### config.mk
export PLATFORM = sky130hd
export DESIGN_NAME = acs_port_check_flat
export DESIGN_NICKNAME = d
export VERILOG_FILES = /design/src/acs_pkg.sv /design/src/acs_link_if.sv /design/src/acs_tlp_class.sv /design/src/acs_port_check.sv /design/src/flat_wrapper.sv
export SDC_FILE = /design/constraint.sdc
export NUM_CORES = 1
export LEC_CHECK = 0
export CORE_MARGIN = 5
export CORE_UTILIZATION = 31
export CTS_CLUSTER_SIZE = 16
export DETAILED_ROUTE_END_ITERATION = 12
export DONT_BUFFER_PORTS = 1
export PLACE_DENSITY = 0.49
export SLEW_MARGIN = 40
export SYNTH_ARGS = -nofsm -noshare
export SYNTH_HDL_FRONTEND = slang
export SYNTH_SLANG_ARGS = --single-unit
### constraint.sdc
create_clock -name i_sys_clk -period 5.5 [get_ports i_sys_clk]
set_input_delay 0.55 -clock i_sys_clk [delete_from_list [all_inputs] [get_ports i_sys_clk]]
set_output_delay 0.55 -clock i_sys_clk [all_outputs]
set_load 0.1 [all_outputs]
### src/acs_pkg.sv
// shared constants and types for the access-control check link
package acs_pkg;
   // ========================================================
   // packet kinds carried on the link
   typedef enum logic [2:0] {
      K_MRD   = 3'h0,
      K_MWR   = 3'h1,
      K_IORD  = 3'h2,
      K_IOWR  = 3'h3,
      K_CFGWR = 3'h4,
      K_MSG   = 3'h5,
      K_CPL   = 3'h6,
      K_CPLD  = 3'h7
   } tlp_kind_e;

   // ========================================================
   // address-type codes
   localparam logic [1:0] AT_UNTR  = 2'h0;
   localparam logic [1:0] AT_TREQ  = 2'h1;
   localparam logic [1:0] AT_TRANS = 2'h2;
   localparam logic [1:0] AT_RSVD  = 2'h3;

   // ========================================================
   // routing decision and error message codes
   typedef enum logic [1:0] {
      RT_NORMAL = 2'h0,
      RT_BLOCK  = 2'h1,
      RT_REDIR  = 2'h2
   } route_e;
   typedef enum logic [1:0] {
      MSG_NONE  = 2'h0,
      MSG_COR   = 2'h1,
      MSG_NFAT  = 2'h2,
      MSG_FATAL = 2'h3
   } msg_e;

   // ========================================================
   // completion status codes
   localparam logic [2:0] CPL_SC = 3'h0;
   localparam logic [2:0] CPL_CA = 3'h4;

   // ========================================================
   // configuration register indices (low address byte)
   localparam logic [7:0] CFG_IDX_CTRL = 8'h40;
   localparam logic [7:0] CFG_IDX_BUS  = 8'h44;
   localparam int CFG_IDX_W = 8;

   // control word fields
   localparam int CTRL_W      = 7;
   localparam int CB_SRC_VAL  = 0;
   localparam int CB_TR_BLK   = 1;
   localparam int CB_REQ_RDR  = 2;
   localparam int CB_SEV_FAT  = 3;
   localparam int CB_COR_EN   = 4;
   localparam int CB_NFAT_EN  = 5;
   localparam int CB_FAT_EN   = 6;
   localparam logic [CTRL_W-1:0] CTRL_RST = 7'h00;
   localparam logic [2:0] CAP_ALL = 3'h7;

   // bus-number word fields
   localparam int BUS_W   = 8;
   localparam int BUS_SEC = 0;
   localparam int BUS_SUB = 8;
   localparam logic [BUS_W-1:0] BUS_RST = 8'h00;

   // ========================================================
   // widths of the header fields
   localparam int ADDR_W = 64;
   localparam int LO_W   = 32;
   localparam int DATA_W = 32;
   localparam int LOG_W  = 3 + 2 + 1 + BUS_W + 1 + ADDR_W + DATA_W;
endpackage

### src/acs_link_if.sv
// link carrying received packet headers from the peer into the port
`timescale 1ns/1ns
interface acs_link_if;
   logic                       valid;
   acs_pkg::tlp_kind_e         kind;
   logic [1:0]                 at;
   logic                       dw4;
   logic [acs_pkg::BUS_W-1:0]  req_bus;
   logic                       p2p;
   logic [acs_pkg::ADDR_W-1:0] addr;
   logic [acs_pkg::DATA_W-1:0] data;

   // peer side drives, checking port receives
   modport sender (output valid, kind, at, dw4, req_bus, p2p, addr, data);
   modport receiver (input valid, kind, at, dw4, req_bus, p2p, addr, data);
endinterface

### src/acs_tlp_class.sv
// combinational classification of one packet header
`timescale 1ns/1ns
module acs_tlp_class (
   // header fields
   input  wire acs_pkg::tlp_kind_e i_kind,
   input  wire logic [1:0]         i_at,
   // classes
   output logic                    o_mem_rw,
   output logic                    o_addr_rt,
   output logic                    o_req,
   output logic                    o_np,
   output logic                    o_cpl,
   output logic                    o_at_nondef
);
   // ========================================================
   // kind decode
   always_comb begin
      o_mem_rw  = (i_kind == acs_pkg::K_MRD) || (i_kind == acs_pkg::K_MWR);
      o_addr_rt = o_mem_rw || (i_kind == acs_pkg::K_IORD) ||
                  (i_kind == acs_pkg::K_IOWR);
      o_cpl     = (i_kind == acs_pkg::K_CPL) || (i_kind == acs_pkg::K_CPLD);
      o_req     = !o_cpl;
      o_np      = o_req && (i_kind != acs_pkg::K_MWR) && (i_kind != acs_pkg::K_MSG);
      // address type counts only on memory read and write
      o_at_nondef = o_mem_rw && (i_at != acs_pkg::AT_UNTR);
   end
endmodule

### src/acs_port_check.sv
// receiving port: access-control check, routing decision, error signaling
`timescale 1ns/1ns
// Operation
// - enabled checks classify each packet: normal, block, redirect
// - nothing configured means plain routing, no checks
// - memory address type 00 untranslated, 01 request, 10 translated
// - code 11 and non-memory address type are reserved
// - address in 4DW header 64-bit, 3DW 32-bit
// - memory and IO requests are address routed
// - violation only for requests breaching an enabled check
// - violation sends non-fatal message and logs header
// - non-posted violation also returns Completer Abort completion
// - non-fatal non-posted violation is advisory
// - advisory: correctable message if error reporting and enabled
// - fatal severity sends fatal message if enabled
// - unexpected completion sends non-fatal message, logs header
// - receive overflow sends fatal message
// - bad read data may be poisoned instead
// - report implemented subset through capability bits
// - software programs control through configuration writes
// - redirect needs upstream forwarding along the path
// - source check: requester bus within secondary..subordinate
// - translation blocking flags non-default memory address type
// - all checks disabled after reset
// - completions skip source and translation checks
module acs_port_check #(
   parameter logic [2:0] CAP     = acs_pkg::CAP_ALL, // valid, block, redirect
   parameter bit         HAS_AER = 1'b1,
   parameter bit         PATH_UF = 1'b1              // upstream forwarding on path
) (
   // clock and reset
   input  wire logic                       i_sys_clk,
   input  wire logic                       i_resetn,
   // link from the peer
   acs_link_if.receiver                    lnk,
   // routing logic hints
   input  wire logic                       i_cpl_match,
   input  wire logic                       i_rx_overflow,
   input  wire logic                       i_rsp_valid,
   input  wire logic                       i_rsp_bad,
   // forwarded packets
   output logic                            o_fwd_valid,
   output logic                            o_fwd_redir,
   output acs_pkg::tlp_kind_e              o_fwd_kind,
   output logic [acs_pkg::ADDR_W-1:0]      o_fwd_addr,
   output logic [acs_pkg::DATA_W-1:0]      o_fwd_data,
   output acs_pkg::route_e                 o_route,
   // error path toward the root complex
   output logic                            o_msg_valid,
   output acs_pkg::msg_e                   o_msg_code,
   output logic                            o_log_valid,
   output logic [acs_pkg::LOG_W-1:0]       o_log_hdr,
   // completions returned by this completer
   output logic                            o_cpl_valid,
   output logic [2:0]                      o_cpl_status,
   output logic                            o_cpl_poison,
   // configuration and capability view
   output logic [acs_pkg::CTRL_W-1:0]      o_ctrl,
   output logic [acs_pkg::BUS_W-1:0]       o_sec_bus,
   output logic [acs_pkg::BUS_W-1:0]       o_sub_bus,
   output logic [2:0]                      o_cap
);
   // ========================================================
   // header classification
   logic mem_rw;
   logic addr_rt;
   logic is_req;
   logic is_np;
   logic is_cpl;
   logic at_nondef;

   acs_tlp_class u_class (
      .i_kind      (lnk.kind),
      .i_at        (lnk.at),
      .o_mem_rw    (mem_rw),
      .o_addr_rt   (addr_rt),
      .o_req       (is_req),
      .o_np        (is_np),
      .o_cpl       (is_cpl),
      .o_at_nondef (at_nondef)
   );

   // ========================================================
   // state
   logic                       fwd_v_reg, fwd_v_next;
   logic                       fwd_r_reg, fwd_r_next;
   acs_pkg::tlp_kind_e         fwd_k_reg, fwd_k_next;
   logic [acs_pkg::ADDR_W-1:0] fwd_a_reg, fwd_a_next;
   logic [acs_pkg::DATA_W-1:0] fwd_d_reg, fwd_d_next;
   acs_pkg::route_e            rt_reg, rt_next;
   logic                       msg_v_reg, msg_v_next;
   acs_pkg::msg_e              msg_c_reg, msg_c_next;
   logic                       log_v_reg, log_v_next;
   logic [acs_pkg::LOG_W-1:0]  log_h_reg, log_h_next;
   logic                       cpl_v_reg, cpl_v_next;
   logic [2:0]                 cpl_s_reg, cpl_s_next;
   logic                       cpl_p_reg, cpl_p_next;
   logic [acs_pkg::CTRL_W-1:0] ctrl_reg, ctrl_next;
   logic [acs_pkg::BUS_W-1:0]  sec_reg, sec_next;
   logic [acs_pkg::BUS_W-1:0]  sub_reg, sub_next;
   logic [2:0]                 cap_reg;

   // working terms
   logic                       en_sv;
   logic                       en_tb;
   logic                       en_rr;
   logic                       sv_fail;
   logic                       tb_fail;
   logic                       viol;
   logic                       unexp;
   logic                       cfg_hit;
   logic [acs_pkg::ADDR_W-1:0] rt_addr;
   acs_pkg::msg_e              viol_msg;

   // ========================================================
   // checks; enables are masked by what is built
   always_comb begin
      en_sv = ctrl_reg[acs_pkg::CB_SRC_VAL] && CAP[0];
      en_tb = ctrl_reg[acs_pkg::CB_TR_BLK] && CAP[1];
      // redirect is useless unless the path forwards upstream
      en_rr = ctrl_reg[acs_pkg::CB_REQ_RDR] && CAP[2] && PATH_UF;
      // requests only: completions never take these
      sv_fail = en_sv && is_req &&
                ((lnk.req_bus < sec_reg) || (lnk.req_bus > sub_reg));
      tb_fail = en_tb && at_nondef;
      viol    = lnk.valid && (sv_fail || tb_fail);
      unexp   = lnk.valid && is_cpl && !i_cpl_match;
      cfg_hit = lnk.valid && !viol && (lnk.kind == acs_pkg::K_CFGWR) &&
                ((lnk.addr[acs_pkg::CFG_IDX_W-1:0] == acs_pkg::CFG_IDX_CTRL) ||
                 (lnk.addr[acs_pkg::CFG_IDX_W-1:0] == acs_pkg::CFG_IDX_BUS));
      // a 3DW header carries only the low address word
      rt_addr = lnk.dw4 ? lnk.addr :
                {{(acs_pkg::ADDR_W-acs_pkg::LO_W){1'b0}}, lnk.addr[acs_pkg::LO_W-1:0]};
      // severity of a violation message
      if (ctrl_reg[acs_pkg::CB_SEV_FAT]) begin
         viol_msg = ctrl_reg[acs_pkg::CB_FAT_EN] ? acs_pkg::MSG_FATAL
                                                  : acs_pkg::MSG_NONE;
      end else if (is_np) begin
         // advisory case; no reporting block means no message
         viol_msg = (HAS_AER && ctrl_reg[acs_pkg::CB_COR_EN]) ? acs_pkg::MSG_COR
                                                               : acs_pkg::MSG_NONE;
      end else begin
         viol_msg = acs_pkg::MSG_NFAT;
      end
   end

   // ========================================================
   // next values of all output state but the capability bits
   always_comb begin
      fwd_v_next = 1'b0;
      fwd_r_next = 1'b0;
      fwd_k_next = fwd_k_reg;
      fwd_a_next = fwd_a_reg;
      fwd_d_next = fwd_d_reg;
      rt_next    = rt_reg;
      msg_v_next = 1'b0;
      msg_c_next = msg_c_reg;
      log_v_next = 1'b0;
      log_h_next = log_h_reg;
      cpl_v_next = 1'b0;
      cpl_s_next = cpl_s_reg;
      cpl_p_next = 1'b0;
      ctrl_next  = ctrl_reg;
      sec_next   = sec_reg;
      sub_next   = sub_reg;

      // control is reached by ordinary configuration writes
      if (cfg_hit) begin
         if (lnk.addr[acs_pkg::CFG_IDX_W-1:0] == acs_pkg::CFG_IDX_CTRL) begin
            ctrl_next = lnk.data[acs_pkg::CTRL_W-1:0];
         end else begin
            sec_next = lnk.data[acs_pkg::BUS_SEC +: acs_pkg::BUS_W];
            sub_next = lnk.data[acs_pkg::BUS_SUB +: acs_pkg::BUS_W];
         end
      end

      // classify every packet except a consumed config write; with no enables set all route normally
      if (lnk.valid && !cfg_hit) begin
         fwd_k_next = lnk.kind;
         fwd_a_next = addr_rt ? rt_addr : lnk.addr;
         fwd_d_next = lnk.data;
         if (viol) begin
            rt_next = acs_pkg::RT_BLOCK;
         end else if (en_rr && lnk.p2p && is_req) begin
            rt_next    = acs_pkg::RT_REDIR;
            fwd_v_next = !unexp;
            fwd_r_next = 1'b1;
         end else begin
            rt_next    = acs_pkg::RT_NORMAL;
            fwd_v_next = !unexp; // stray completions go nowhere
         end
      end

      // header log of the offending packet
      if (viol || unexp) begin
         log_v_next = 1'b1;
         log_h_next = {lnk.kind, lnk.at, lnk.dw4, lnk.req_bus, lnk.p2p,
                       lnk.addr, lnk.data};
      end

      // message choice; overflow outranks a packet error in the same cycle
      if (i_rx_overflow) begin
         msg_v_next = 1'b1;
         msg_c_next = acs_pkg::MSG_FATAL;
      end else if (viol && (viol_msg != acs_pkg::MSG_NONE)) begin
         msg_v_next = 1'b1;
         msg_c_next = viol_msg;
      end else if (unexp) begin
         msg_v_next = 1'b1;
         msg_c_next = acs_pkg::MSG_NFAT;
      end

      // abort completion for a blocked non-posted request
      if (viol && is_np) begin
         cpl_v_next = 1'b1;
         cpl_s_next = acs_pkg::CPL_CA;
      end else if (i_rsp_valid) begin
         // bad data goes back poisoned with normal status
         cpl_v_next = 1'b1;
         cpl_s_next = acs_pkg::CPL_SC;
         cpl_p_next = i_rsp_bad;
      end
   end

   // ========================================================
   // registers; every check starts disabled
   always_ff @(posedge i_sys_clk) begin
      if (!i_resetn) begin
         fwd_v_reg <= 1'b0;
         fwd_r_reg <= 1'b0;
         fwd_k_reg <= acs_pkg::K_MRD;
         fwd_a_reg <= '0;
         fwd_d_reg <= '0;
         rt_reg    <= acs_pkg::RT_NORMAL;
         msg_v_reg <= 1'b0;
         msg_c_reg <= acs_pkg::MSG_NONE;
         log_v_reg <= 1'b0;
         log_h_reg <= '0;
         cpl_v_reg <= 1'b0;
         cpl_s_reg <= acs_pkg::CPL_SC;
         cpl_p_reg <= 1'b0;
         ctrl_reg  <= acs_pkg::CTRL_RST;
         sec_reg   <= acs_pkg::BUS_RST;
         sub_reg   <= acs_pkg::BUS_RST;
         cap_reg   <= CAP;
      end else begin
         fwd_v_reg <= fwd_v_next;
         fwd_r_reg <= fwd_r_next;
         fwd_k_reg <= fwd_k_next;
         fwd_a_reg <= fwd_a_next;
         fwd_d_reg <= fwd_d_next;
         rt_reg    <= rt_next;
         msg_v_reg <= msg_v_next;
         msg_c_reg <= msg_c_next;
         log_v_reg <= log_v_next;
         log_h_reg <= log_h_next;
         cpl_v_reg <= cpl_v_next;
         cpl_s_reg <= cpl_s_next;
         cpl_p_reg <= cpl_p_next;
         ctrl_reg  <= ctrl_next;
         sec_reg   <= sec_next;
         sub_reg   <= sub_next;
         cap_reg   <= CAP;
      end
   end

   // ========================================================
   // outputs straight from flops
   assign o_fwd_valid  = fwd_v_reg;
   assign o_fwd_redir  = fwd_r_reg;
   assign o_fwd_kind   = fwd_k_reg;
   assign o_fwd_addr   = fwd_a_reg;
   assign o_fwd_data   = fwd_d_reg;
   assign o_route      = rt_reg;
   assign o_msg_valid  = msg_v_reg;
   assign o_msg_code   = msg_c_reg;
   assign o_log_valid  = log_v_reg;
   assign o_log_hdr    = log_h_reg;
   assign o_cpl_valid  = cpl_v_reg;
   assign o_cpl_status = cpl_s_reg;
   assign o_cpl_poison = cpl_p_reg;
   assign o_ctrl       = ctrl_reg;
   assign o_sec_bus    = sec_reg;
   assign o_sub_bus    = sub_reg;
   assign o_cap        = cap_reg;
endmodule

### src/flat_wrapper.sv
// flat-port wrapper written by rule: the top's interface ports become plain ports
module acs_port_check_flat 
#(
   parameter logic [2:0] CAP     = acs_pkg::CAP_ALL,                          
   parameter bit         HAS_AER = 1'b1,
   parameter bit         PATH_UF = 1'b1                                            
)
  (i_sys_clk, i_resetn, i_cpl_match, i_rx_overflow, i_rsp_valid, i_rsp_bad, o_fwd_valid, o_fwd_redir, o_fwd_kind, o_fwd_addr, o_fwd_data, o_route, o_msg_valid, o_msg_code, o_log_valid, o_log_hdr, o_cpl_valid, o_cpl_status, o_cpl_poison, o_ctrl, o_sec_bus, o_sub_bus, o_cap, lnk_valid, lnk_kind, lnk_at, lnk_dw4, lnk_req_bus, lnk_p2p, lnk_addr, lnk_data);
  acs_link_if lnk_i ();
  input  wire logic i_sys_clk;
  input  wire logic i_resetn;
  input  wire logic i_cpl_match;
  input  wire logic i_rx_overflow;
  input  wire logic i_rsp_valid;
  input  wire logic i_rsp_bad;
  output logic o_fwd_valid;
  output logic o_fwd_redir;
  output acs_pkg::tlp_kind_e o_fwd_kind;
  output logic [acs_pkg::ADDR_W-1:0] o_fwd_addr;
  output logic [acs_pkg::DATA_W-1:0] o_fwd_data;
  output acs_pkg::route_e o_route;
  output logic o_msg_valid;
  output acs_pkg::msg_e o_msg_code;
  output logic o_log_valid;
  output logic [acs_pkg::LOG_W-1:0] o_log_hdr;
  output logic o_cpl_valid;
  output logic [2:0] o_cpl_status;
  output logic o_cpl_poison;
  output logic [acs_pkg::CTRL_W-1:0] o_ctrl;
  output logic [acs_pkg::BUS_W-1:0] o_sec_bus;
  output logic [acs_pkg::BUS_W-1:0] o_sub_bus;
  output logic [2:0] o_cap;
  input wire logic [$bits(lnk_i.valid)-1:0] lnk_valid;
  input wire logic [$bits(lnk_i.kind)-1:0] lnk_kind;
  input wire logic [$bits(lnk_i.at)-1:0] lnk_at;
  input wire logic [$bits(lnk_i.dw4)-1:0] lnk_dw4;
  input wire logic [$bits(lnk_i.req_bus)-1:0] lnk_req_bus;
  input wire logic [$bits(lnk_i.p2p)-1:0] lnk_p2p;
  input wire logic [$bits(lnk_i.addr)-1:0] lnk_addr;
  input wire logic [$bits(lnk_i.data)-1:0] lnk_data;
  assign lnk_i.valid = lnk_valid;
  assign lnk_i.kind = lnk_kind;
  assign lnk_i.at = lnk_at;
  assign lnk_i.dw4 = lnk_dw4;
  assign lnk_i.req_bus = lnk_req_bus;
  assign lnk_i.p2p = lnk_p2p;
  assign lnk_i.addr = lnk_addr;
  assign lnk_i.data = lnk_data;
  acs_port_check #(.CAP(CAP), .HAS_AER(HAS_AER), .PATH_UF(PATH_UF)) u_core (.i_sys_clk(i_sys_clk), .i_resetn(i_resetn), .lnk(lnk_i), .i_cpl_match(i_cpl_match), .i_rx_overflow(i_rx_overflow), .i_rsp_valid(i_rsp_valid), .i_rsp_bad(i_rsp_bad), .o_fwd_valid(o_fwd_valid), .o_fwd_redir(o_fwd_redir), .o_fwd_kind(o_fwd_kind), .o_fwd_addr(o_fwd_addr), .o_fwd_data(o_fwd_data), .o_route(o_route), .o_msg_valid(o_msg_valid), .o_msg_code(o_msg_code), .o_log_valid(o_log_valid), .o_log_hdr(o_log_hdr), .o_cpl_valid(o_cpl_valid), .o_cpl_status(o_cpl_status), .o_cpl_poison(o_cpl_poison), .o_ctrl(o_ctrl), .o_sec_bus(o_sec_bus), .o_sub_bus(o_sub_bus), .o_cap(o_cap));
endmodule
==> out/metrics.cfg <==
[run_status]
status = completed

[timing]
tns_ps = 0
maxSlewHeadroom_pct = 48.2
report.final.slew_viol_count = 0
fin_worst_skew_ps = 13.1
setup_viol = 0
rsz0062_at_grt = false
worst_slack_ps = 2070
fin_crit_ps = 3430
worst_slew_pin_slew_ps = 777
hold_violations = 0
fmax_mhz = 292
fin_crit_sh_pct = 62.3

[placed_design]
port_buffers = 0
dp_hpwl_um = 19900
gp_congestion = 0.725
dp_slack_ps = 2040

[cts]
clock-root-buffer = clkbuf_16
clk_path_buf_depth = 3
insertion_delay_ps = 530
cts_setup_buffers = 0
clk_pin_slew_worst_paths_ps = 60
post_cts_resize_count = 0
holdBufCountCts = 0
cts_buffers = 27
cts_tree = yes
htreeDepth = 1
clock-sinks = 244

[detailed_routing]
routedWlPerCell_um = 19.8
drt_iter0_markers = 267
met1_length_um = 11400
drc = 0
avgViaCountPerCell = 4.78
drtPass1Iterations = 4
wl_met2_um = 12900
finalWirelength_um = 28500
routed.top_layer = met4
vias = 6874
wl_met3_um = 3460
ant_nets = 0

[floorplan]
core_area_mm2 = 0.0316
die_w_um = 189
pin_count = 367
core.rowCount = 65
die_h_um = 189
die_area_mm2 = 0.0357
initial_utilization_pct = 31.4

[synth]
synth-main-ff-cell = dfxtp_1
seq_area_frac_synth_pct = 49.1
synthCells = 1041
synth_cell_types = 42
synthArstFlopShare_pct = 0
yosysWarnings = 0
synth_edf_count = 0
synth-seq-cells = 244
avgSynthCellArea_um2 = 9.55
synth_area_mm2 = 0.00994

[global_routing]
grt_pass1_wl_um = 42700
grt_max_degree = 387
grt_antenna_before_repair = 0
track_usage_pct = 14.9
grt_pass1_vias = 6799
gr-total-overflow = 0

[min_path]
hp-class = in -> reg
hold_depth = 2

[job]
cap_violations = 0

[setup_path]
cp_max_fo = 30
critPathCaptureType = flip-flop
required_ps = 5950
start_kind = flip-flop
crit_type = reg -> reg
worstRegToRegCells = 10
crit_arrival_ps = 3880

[finish]
drive_gt1_share_pct = 29.3
final_cell_mix = nand2_1 (351), mux2i_1 (229), dfxtp_2 (229)
nNetsFinal = 1150
layout_commonest_cell = nand2_1
num_antenna_cells = 0
areaGrowthSynthToFinish_pct = 13.3

[pwr]
power_density_mw_per_mm2 = 380
finalPower_mw = 4.28
p_leak_nw = 5.20
vdd_drop_max_uv = 212

area by class of cell:
cell class                      instances  area, um2
Timing Repair Buffer                   21        170
Sequential cell                       244       5170
Tap cell                              402        503
Multi-Input combinational cell        705       4520
Clock buffer                           44        820
Clock inverter                          3       18.8
Fill cell                            3236      20400
Inverter                               18       67.6
cells in the mapped netlist, types with 7 or more instances:
cell type  count  share of area (%)
ha_1          15                1.9
clkbuf_1      47                1.8
buf_2         10               0.50
o21ai_0        7               0.35
mux2i_1      229                 23
buf_12        11                2.2
dfxtp_1      244                 49
nand2_1      351                 13
buf_4          9               0.68
nand3_1       37                1.9
inv_1         18               0.68
cell families (layout without fill, tap and decap cells):
family | count (synthesis) | after routing | synth area share, %
fa+ha+maj | 15 | 15 | 1.89
compound gates | 31 | 31 | 2.30
flops | 244 | 244 | 49.1
buf+inv | 95 | 86 | 5.85
mux | 231 | 231 | 23.3
other cells | 2 | 5 | 0.0755
simple gates | 423 | 423 | 17.5
critical path, cell delays in order, from the launching register on:
cell and delay [ps]:
dfxtp_1 300, buf_4 300, inv_1 80, ha_1 290
nor2b_1 130, o211ai_1 180, a21oi_2 130, o41ai_4 580
and2_4 610, buf_4 470, mux2i_1 230
power breakdown:
| group | internal, mW | switching, mW | total, mW |
|---|---|---|---|
| registers | 1.85 | 0.515 | 2.36 |
| clock network | 1.01 | 0.719 | 1.73 |
| logic | 0.0782 | 0.111 | 0.189 |
per-stage QoR:
step           hold slack (ps)  util (%)  instances  cell area (um2)
3_5_place_dp               673      33.0       1390            10400
4_1_cts                   90.3      35.6       1437            11300
2_1_floorplan              674         -       1044             9950
5_1_grt                    110      35.6       1437            11300
3_3_place_gp               678      32.0       1390            10100
6_report                   133      35.6       1437            11300
routing by layer:
metal | GRT usage, % | vias to the layer above
met3 | 7.60 | 35
met1 | 17.3 | 3177
met2 | 24.5 | 275
met5 | 0 | -
li1 | - | 3387
met4 | 3.67 | 0
flip-flops by register name, summed over array words and instances (netlist names):
register / flops
u_core.o_log_hdr: 111
u_core.o_fwd_addr: 64
u_core.o_fwd_data: 32
u_core.o_sec_bus: 8
u_core.o_sub_bus: 8
u_core.o_ctrl: 7
u_core.o_fwd_kind: 3
u_core.o_msg_code: 2
u_core.o_route: 2
u_core.o_cpl_poison: 1
u_core.o_cpl_status: 1
u_core.o_cpl_valid: 1
u_core.o_fwd_redir: 1
u_core.o_fwd_valid: 1
u_core.o_log_valid: 1
u_core.o_msg_valid: 1
path summary, 6_finish.rpt:
| path | startpoint | end | slack [ps] |
|---|---|---|---|
| max | u_core.o_sub_bus[1]$_SDFFE_PN0P_ | u_core.o_log_hdr[85]$_SDFFE_PN0P_ | 2070 |
| max reg2reg | u_core.o_sub_bus[1]$_SDFFE_PN0P_ | u_core.o_log_hdr[85]$_SDFFE_PN0P_ | 2070 |
| min reg2reg | u_core.o_fwd_addr[10]$_SDFFE_PN0P_ | u_core.o_fwd_addr[10]$_SDFFE_PN0P_ | 700 |
| min | i_rsp_valid | u_core.o_cpl_poison$_SDFF_PP0_ | 130 |
Note: power is estimated with default switching activity, not from simulation.
